## src/lpd_pkg.sv

```systemverilog
// Package: register map, field layout and timing constants of the LED PWM driver
package lpd_pkg;

    // ==========================================================
    // Register offsets
    // ==========================================================
    localparam logic [7:0] LPD_OFS_SHUTDOWN  = 8'h00; // Soft shutdown register
    localparam logic [7:0] LPD_OFS_DUTY_LO   = 8'h01; // Channel 1 duty
    localparam logic [7:0] LPD_OFS_DUTY_HI   = 8'h12; // Channel 18 duty
    localparam logic [7:0] LPD_OFS_APPLY     = 8'h13; // apply_pending_values
    localparam logic [7:0] LPD_OFS_SCALE_LO  = 8'h14; // Channel 1 current scale
    localparam logic [7:0] LPD_OFS_SCALE_HI  = 8'h25; // Channel 18 current scale
    localparam logic [7:0] LPD_OFS_GLOBAL    = 8'h26; // global_output_control
    localparam logic [7:0] LPD_OFS_FREQ      = 8'h27; // pwm_frequency_select
    localparam logic [7:0] LPD_OFS_RESTORE   = 8'h2f; // register_defaults_restore

    // ==========================================================
    // Command values and reset values
    // ==========================================================
    localparam logic [7:0] LPD_CMD_TRIGGER   = 8'h00; // Value that fires apply or restore
    localparam logic [7:0] LPD_DUTY_RST      = 8'h00; // Duty reset value
    localparam logic [5:0] LPD_SCALE_RST     = 6'h00; // Scale reset value (off)
    localparam logic       LPD_BIT_RST       = 1'b0;  // Single-bit control reset value

    // ==========================================================
    // Current scale codes
    // ==========================================================
    localparam logic [5:0] LPD_SCALE_FULL    = 6'h10; // 12/12
    localparam logic [5:0] LPD_SCALE_11      = 6'h11; // 11/12
    localparam logic [5:0] LPD_SCALE_9       = 6'h12; // 9/12
    localparam logic [5:0] LPD_SCALE_7       = 6'h13; // 7/12
    localparam int         LPD_SCALE_ON_BIT  = 4;     // Code bit that marks a lit channel

    // ==========================================================
    // Timing: one PWM period is 256 counter ticks
    // ==========================================================
    localparam int LPD_CLK_HZ      = 100_000_000; // System clock rate
    localparam int LPD_FAST_HZ     = 23_000;      // Default PWM frequency
    localparam int LPD_SLOW_MILLIHZ = 3_450_000;  // Slow PWM frequency, in mHz
    localparam int LPD_STEPS       = 256;         // Ticks per PWM period
    // Divider rounds down: period at most the target, so the rate figure is a lower bound
    localparam int LPD_FAST_DIV    = LPD_CLK_HZ / (LPD_FAST_HZ * LPD_STEPS);
    localparam int LPD_SLOW_DIV    =
        int'((64'(LPD_CLK_HZ) * 1000) / (64'(LPD_SLOW_MILLIHZ) * LPD_STEPS));

    // ==========================================================
    // Carriers
    // ==========================================================
    typedef struct packed {
        logic       wr;   // One-cycle write strobe
        logic [7:0] addr; // Register offset
        logic [7:0] data; // Write data
    } lpd_wr_t;

    typedef struct packed {
        logic       soft_run;   // 1 = normal, 0 = software shutdown
        logic       all_off;    // 1 = force every output off
        logic       slow_freq;  // 1 = slow PWM rate
    } lpd_ctrl_t;

endpackage

```

## src/lpd_led_pwm.sv

```systemverilog
// Module: 18-channel LED PWM driver with shadowed duty/scale registers
// Contract
// - Soft shutdown bit clear means shutdown
// - Eighteen 8-bit duty registers, reset zero
// - Current equals max times duty over 256
// - Duty and scale writes go to holding
// - Zero write to 13h copies holding to active
// - Scale codes 10h-13h lit, 00xxxx dark
// - Duty 01h-12h, scale 14h-25h, channel ascending
// - Global bit D0 set forces outputs off
// - Frequency bit D0 picks 23k or 3.45k
// - Zero write to 2Fh restores all defaults
// - Power-up loads defaults, outputs dark
// - Software shutdown switches all outputs off
// - Hardware shutdown input low forces off
// - Registers kept during either shutdown
// - All channels share one PWM time base
`timescale 1ns/1ps

module lpd_led_pwm
    import lpd_pkg::*;
#(
    parameter int NUM_CH   = 18,            // Channel count
    parameter int FAST_DIV = LPD_FAST_DIV,  // Clocks per tick at fast rate
    parameter int SLOW_DIV = LPD_SLOW_DIV   // Clocks per tick at slow rate
) (
    // Clock and reset
    input  wire logic              MCLK_IN,
    input  wire logic              SRST_IN,
    // Register write port
    input  wire lpd_wr_t           REG_WR_IN,
    // Hardware shutdown, active low
    input  wire logic              HW_SHUTDOWN_N_IN,
    // LED sinks and current scale per channel
    output logic [NUM_CH-1:0]      LED_CHANNEL_OUTPUTS_OUT,
    output logic [NUM_CH*6-1:0]    CURRENT_SCALE_FIELD_OUT,
    // Status
    output logic [7:0]             PERIOD_COUNT_OUT
);

    // ==========================================================
    // Elaboration checks
    // ==========================================================
    initial begin
        if (NUM_CH < 1 || NUM_CH > 18) begin
            $error("NUM_CH must lie in 1..18");
        end
        if (FAST_DIV < 1 || SLOW_DIV < 1 || FAST_DIV > 65535 || SLOW_DIV > 65535) begin
            $error("Dividers must lie in 1..65535");
        end
    end

    localparam logic [15:0] FAST_LAST = 16'(FAST_DIV - 1); // Last prescale count fast
    localparam logic [15:0] SLOW_LAST = 16'(SLOW_DIV - 1); // Last prescale count slow

    // ==========================================================
    // Register state
    // ==========================================================
    logic [7:0] duty_hold_r   [NUM_CH]; // Holding duty
    logic [7:0] duty_hold_nxt [NUM_CH];
    logic [7:0] duty_act_r    [NUM_CH]; // Active duty
    logic [7:0] duty_act_nxt  [NUM_CH];
    logic [5:0] scale_hold_r  [NUM_CH]; // Holding scale
    logic [5:0] scale_hold_nxt[NUM_CH];
    logic [5:0] scale_act_r   [NUM_CH]; // Active scale
    logic [5:0] scale_act_nxt [NUM_CH];
    lpd_ctrl_t  ctrl_r;                 // Global control bits
    lpd_ctrl_t  ctrl_nxt;

    // Decoded strobes
    logic wr_apply;   // Update trigger
    logic wr_restore; // Defaults restore

    assign wr_apply   = REG_WR_IN.wr && REG_WR_IN.addr == LPD_OFS_APPLY
                        && REG_WR_IN.data == LPD_CMD_TRIGGER;
    assign wr_restore = REG_WR_IN.wr && REG_WR_IN.addr == LPD_OFS_RESTORE
                        && REG_WR_IN.data == LPD_CMD_TRIGGER;

    // Global control next state, decoded by if chain
    always_comb begin
        ctrl_nxt = ctrl_r;
        if (wr_restore) begin
            ctrl_nxt = '{LPD_BIT_RST, LPD_BIT_RST, LPD_BIT_RST};
        end else if (REG_WR_IN.wr && REG_WR_IN.addr == LPD_OFS_SHUTDOWN) begin
            ctrl_nxt.soft_run = REG_WR_IN.data[0];
        end else if (REG_WR_IN.wr && REG_WR_IN.addr == LPD_OFS_GLOBAL) begin
            ctrl_nxt.all_off = REG_WR_IN.data[0];
        end else if (REG_WR_IN.wr && REG_WR_IN.addr == LPD_OFS_FREQ) begin
            ctrl_nxt.slow_freq = REG_WR_IN.data[0];
        end
    end

    // Per-channel holding and active registers
    genvar g;
    generate
        for (g = 0; g < NUM_CH; g++) begin : g_ch
            localparam logic [7:0] DUTY_OFS  = 8'(LPD_OFS_DUTY_LO + g);
            localparam logic [7:0] SCALE_OFS = 8'(LPD_OFS_SCALE_LO + g);

            // Writes land in holding; update copies all channels at once
            always_comb begin
                duty_hold_nxt[g]  = duty_hold_r[g];
                scale_hold_nxt[g] = scale_hold_r[g];
                duty_act_nxt[g]   = duty_act_r[g];
                scale_act_nxt[g]  = scale_act_r[g];
                if (wr_restore) begin
                    duty_hold_nxt[g]  = LPD_DUTY_RST;
                    scale_hold_nxt[g] = LPD_SCALE_RST;
                    duty_act_nxt[g]   = LPD_DUTY_RST;
                    scale_act_nxt[g]  = LPD_SCALE_RST;
                end else if (wr_apply) begin
                    duty_act_nxt[g]  = duty_hold_r[g];
                    scale_act_nxt[g] = scale_hold_r[g];
                end else if (REG_WR_IN.wr && REG_WR_IN.addr == DUTY_OFS) begin
                    duty_hold_nxt[g] = REG_WR_IN.data;
                end else if (REG_WR_IN.wr && REG_WR_IN.addr == SCALE_OFS) begin
                    scale_hold_nxt[g] = REG_WR_IN.data[5:0];
                end
            end

            // Registers only; shutdown never touches them
            always_ff @(posedge MCLK_IN) begin
                if (SRST_IN) begin
                    duty_hold_r[g]  <= LPD_DUTY_RST;
                    scale_hold_r[g] <= LPD_SCALE_RST;
                    duty_act_r[g]   <= LPD_DUTY_RST;
                    scale_act_r[g]  <= LPD_SCALE_RST;
                end else begin
                    duty_hold_r[g]  <= duty_hold_nxt[g];
                    scale_hold_r[g] <= scale_hold_nxt[g];
                    duty_act_r[g]   <= duty_act_nxt[g];
                    scale_act_r[g]  <= scale_act_nxt[g];
                end
            end
        end
    endgenerate

    // Control register
    always_ff @(posedge MCLK_IN) begin
        if (SRST_IN) begin
            ctrl_r <= '{LPD_BIT_RST, LPD_BIT_RST, LPD_BIT_RST};
        end else begin
            ctrl_r <= ctrl_nxt;
        end
    end

    // ==========================================================
    // Shared time base
    // ==========================================================
    logic [15:0] pre_r;   // Prescaler
    logic [15:0] pre_nxt;
    logic [7:0]  cnt_r;   // Period counter, one for all channels
    logic [7:0]  cnt_nxt;
    logic        tick;    // One-cycle enable per step

    // Prescaler picks the rate; counter wraps every 256 ticks
    always_comb begin
        tick    = pre_r >= (ctrl_r.slow_freq ? SLOW_LAST : FAST_LAST);
        pre_nxt = tick ? 16'h0000 : pre_r + 16'h0001;
        cnt_nxt = tick ? cnt_r + 8'h01 : cnt_r;
    end

    // Time base registers
    always_ff @(posedge MCLK_IN) begin
        if (SRST_IN) begin
            pre_r <= 16'h0000;
            cnt_r <= 8'h00;
        end else begin
            pre_r <= pre_nxt;
            cnt_r <= cnt_nxt;
        end
    end

    // ==========================================================
    // Output stage
    // ==========================================================
    logic [NUM_CH-1:0]   led_nxt;   // Next output state
    logic [NUM_CH-1:0]   led_r;
    logic [NUM_CH*6-1:0] scale_nxt; // Next scale bus
    logic [NUM_CH*6-1:0] scale_r;
    logic                run;       // No shutdown of any kind and global off bit clear

    // Duty fraction of 256 gives average current; scale carried out
    always_comb begin
        run = ctrl_r.soft_run && !ctrl_r.all_off && HW_SHUTDOWN_N_IN;
        for (int i = 0; i < NUM_CH; i++) begin
            led_nxt[i] = run && scale_act_r[i][LPD_SCALE_ON_BIT]
                         && (cnt_r < duty_act_r[i]);
            scale_nxt[i*6 +: 6] = run ? scale_act_r[i] : LPD_SCALE_RST;
        end
    end

    // Registered outputs
    always_ff @(posedge MCLK_IN) begin
        if (SRST_IN) begin
            led_r   <= '0;
            scale_r <= '0;
        end else begin
            led_r   <= led_nxt;
            scale_r <= scale_nxt;
        end
    end

    assign LED_CHANNEL_OUTPUTS_OUT = led_r;
    assign CURRENT_SCALE_FIELD_OUT = scale_r;
    assign PERIOD_COUNT_OUT        = cnt_r;

endmodule

```

## config.mk

```make
export PLATFORM = sky130hd
export DESIGN_NAME = lpd_led_pwm
export DESIGN_NICKNAME = d
export VERILOG_FILES = /design/src/lpd_pkg.sv /design/src/lpd_led_pwm.sv
export SDC_FILE = /design/constraint.sdc
export NUM_CORES = 1
export LEC_CHECK = 0
export CAP_MARGIN = 20
export CORE_MARGIN = 8
export CORE_UTILIZATION = 65
export DETAILED_ROUTE_END_ITERATION = 8
export DONT_BUFFER_PORTS = 1
export PLACE_DENSITY = 0.81
export SYNTH_ARGS = -nofsm -noshare
export SYNTH_HDL_FRONTEND = slang
export SYNTH_SLANG_ARGS = --single-unit
```

## constraint.sdc

```tcl
create_clock -name MCLK_IN -period 5.7 [get_ports MCLK_IN]
set_clock_uncertainty 0.2 [all_clocks]
set_input_delay 0.57 -clock MCLK_IN [delete_from_list [all_inputs] [get_ports MCLK_IN]]
set_output_delay 0.57 -clock MCLK_IN [all_outputs]
set_load 0.01 [all_outputs]
```

==> impl_metrics.yaml <==
floorplanning:
  ioPinCount: 154
  initial_utilization_pct: 65.9
  coreArea_mm2: 0.0387
  dieHeight_um: 214
  dieArea_mm2: 0.0459
  die_w_um: 214
  rows: 72
synth:
  synth-simple-area-share_pct: 19.6
  synth_flop_cell: "dfxtp_1"
  netlist_area_mm2: 0.0255
  async_reset_ff_share_pct: 0
  avgSynthCellArea_um2: 8.87
  synth_top_family_by_area: "simple AND/OR/NAND/NOR gates"
  synth_cell_type_count: 48
  synth_adder_area_share_pct: 6.62
  ys_seq_area_share_pct: 51.5
  synth_compound_area_share_pct: 9.89
  synth-edff-count: 0
  synthMuxAreaShare_pct: 6.79
  synth_cells: 2879
  ys_ff_latch: 657
  synth_xor_area_share_pct: 0.240
  yosys_warnings: 0
finish:
  final_cell_area_mm2: 0.0282
  nets: 2952
  n_fill_cell: 2747
  area_growth_pct: 10.3
  layout-drive-gt1-share_pct: 5.66
pwr:
  power.leakage_nw: 10.1
  p_switching_mw: 1.96
  switching_share_pct: 21.1
  p_seq_share_pct: 49.7
  power.total_mw: 9.28
  comb_power_share_pct: 2.8
  p_int_mw: 7.32
  vdd_ir_drop_max_uv: 262
  clockPowerShare_pct: 47.5
  powerDensity_mw_per_mm2: 330
worst_hold_path:
  hp-class: "in -> reg"
  holdPathStages: 3
  hold_end: "duty_hold_r[2][3]"
  min_from: "REG_WR_IN[10]"
clock_tree:
  path_clk_slew_ns: 0.06
  htree_levels: 2
  cts_tree: "built"
  clock-sinks: 657
  postCtsResizedCells: 0
  clk_latency_ns: 0.64
  cts_made_buffers: 61
  clockBufferDepth: 3
  cts_root_buffer: "clkbuf_16"
timing:
  relSlewSlack_pct: 18.2
  clock.fmax_ghz: 0.295
  setup_viol: 0
  tightest_slew_ns: 1.22
  fin_crit_sh_pct: 59.5
  finalWorstSetupSlack_ns: 2.31
  maxSlewViolCount: 0
  whs_ns: 0.0588
  rsz0062_at_grt: "false"
  hold_viol_final: 0
  timing.setup.tns_ns: 0
  min_period_ns: 3.39
critical_path:
  startpoint: "REG_WR_IN[15]"
  reg2reg_to: "PERIOD_COUNT_OUT[5]"
  critical_path_class: "in -> reg"
  critical_path.max_fanout: 179
  worstSetupStartpointType: "input pin"
  rr_worst_depth: 8
  cp.required_ns: 5.98
  reg2reg_slack_ns: 3.05
  crit_path_end_kind: "flip-flop"
  reg2reg_from: "ctrl_r[0]"
  arrival_ns: 3.67
outcome:
  status: "completed"
place:
  dpl_cell_area_mm2: 0.0257
  dp_hpwl_um: 36000
  gp_congestion: 0.788
  dp_slack_ns: 1.97
  port_buffers: 0
drt:
  drt-total-wl_um: 63300
  vias: 19491
  initialDrtViolationCount: 1734
  vias_per_cell: 5.79
  wl_per_cell_um: 18.8
  dr.pass1.iters: 6
  ant_nets: 0
  drc: 0
global_routing:
  grt_usage_pct: 26.7
  antenna_found_initial: 6
  grt_pass1_wl_um: 101000
  busiest_layer: "met2"
  grt_pass1_vias: 19193
  grt_overflow_total: 0
  grt_util_met2_pct: 44.4
  grt_max_degree: 180
  grt_util_met3_pct: 4.94
  grt_use_met1_pct: 33.5
flow_run:
  max_cap_viol_count: 0
==> per-layer routing <==
layer,wire length [µm],share of wire (%)
met5,13,0.021
met2,30100,48
met3,4630,7.3
met1,26200,41
met4,2320,3.7
==> cell usage in the layout (no fill, tap or decap), drive strengths merged, types with 11 or more instances in the layout <==
cell type	Yosys	routed
mux2i	172	172
and2	108	108
nor3	12	12
buf	77	26
nor2b	24	24
ha	135	135
o2111a	18	18
nand3	92	92
bufinv	0	11
nor2	192	192
inv	149	150
clkbuf	110	83
nand4	23	23
dfxtp	657	657
nand2	607	607
nand2b	25	25
o21ai	22	22
a21o	36	36
a21oi	378	378
clkinv	0	11
==> sequential cells by signal, indices dropped and copies added, names as in the netlist <==
register                 cells
duty_act_r                 144
duty_hold_r                144
CURRENT_SCALE_FIELD_OUT    108
scale_act_r                108
scale_hold_r               108
LED_CHANNEL_OUTPUTS_OUT     18
pre_r                       16
PERIOD_COUNT_OUT             8
ctrl_r                       3
==> timing repair <==
item,in CTS,in global routing
hold buffers,15,0
endpoints found under the hold margin,263,0
buffers inserted,0,0
==> through the flow <==
step | cells | utilization (%)
6_report | 3364 | 72.7
5_1_grt | 3364 | 72.7
4_1_cts | 3358 | 72.6
3_5_place_dp | 3234 | 66.3
3_3_place_gp | 3234 | 66.3
2_1_floorplan | 2886 | -
==> layout make-up <==
| type | count | area (µm²) | area share, % |
|---|---|---|---|
| antenna | 3 | 7.51 | 0.0267 |
| timing repair buffer | 35 | 489 | 1.74 |
| multi-input combinational | 1893 | 11100 | 39.4 |
| inverter | 149 | 559 | 1.99 |
| sequential | 657 | 13200 | 46.7 |
| clock buffer | 82 | 1750 | 6.20 |
| clock inverter | 27 | 447 | 1.59 |
| tap | 518 | 648 | 2.30 |
==> cell families (layout without fill, tap and decap cells) <==
logic type / count (synthesis) / in the layout
muxes: 173 / 173
xor gates and xnor gates: 7 / 7
DFF: 657 / 657
buffers and inverters: 336 / 293
and+or+nand+nor: 1110 / 1110
AOI/OAI and AO/OA: 460 / 460
adders and majority gates: 135 / 135
other: 1 / 11
==> cells in the mapped netlist (all sizes together), types with 2 or more instances <==
cell type,number,area (µm²)
a21o,36,270
a21oi,378,1890
and2,108,676
and3,3,18.8
buf,77,380
clkbuf,110,413
dfxtp,657,13200
ha,135,1690
inv,149,559
mux2i,172,1720
nand2,607,2280
nand2b,25,156
nand3,92,460
nand4,23,144
nand4b,3,26.3
nor2,192,743
nor2b,24,150
nor3,12,149
nor3b,3,27.5
nor4,5,67.6
o2111a,18,203
o21ai,22,110
o31ai,2,15.0
or3,4,30.0
or4,5,37.5
xnor2,2,17.5
xor2,5,43.8
==> worst max-delay path, stage by stage <==
cell and delay, ns:
or3b_4 0.45, nor3b_2 0.65, nand3_4 0.79, buf_12 0.54
nand2_1 0.26, a21oi_1 0.10
==> worst max-delay path by stage <==
stage | cells after the start | to | slack [ns]
2_1_floorplan | 8 | duty_act_r[5][0] | 3.12
3_3_place_gp | 6 | scale_act_r[0][10] | 2.08
3_5_place_dp | 6 | duty_act_r[6][15] | 1.97
4_1_cts | 7 | pre_r[0] | 2.46
5_1_grt | 6 | duty_act_r[0][4] | 2.34
6_report | 6 | duty_act_r[8][13] | 2.31
==> power groups by stage <==
stage	Sequential, mW	Clock [mW]	Combinational (mW)
after global routing	4.62	4.63	0.273
final	4.62	4.41	0.257
after floorplan	4.71	0	0.175
after CTS	4.62	4.44	0.252
after detailed placement	4.72	0	0.184
after global placement	4.72	0	0.177
No activity file was read; power rests on OpenSTA's default activity.
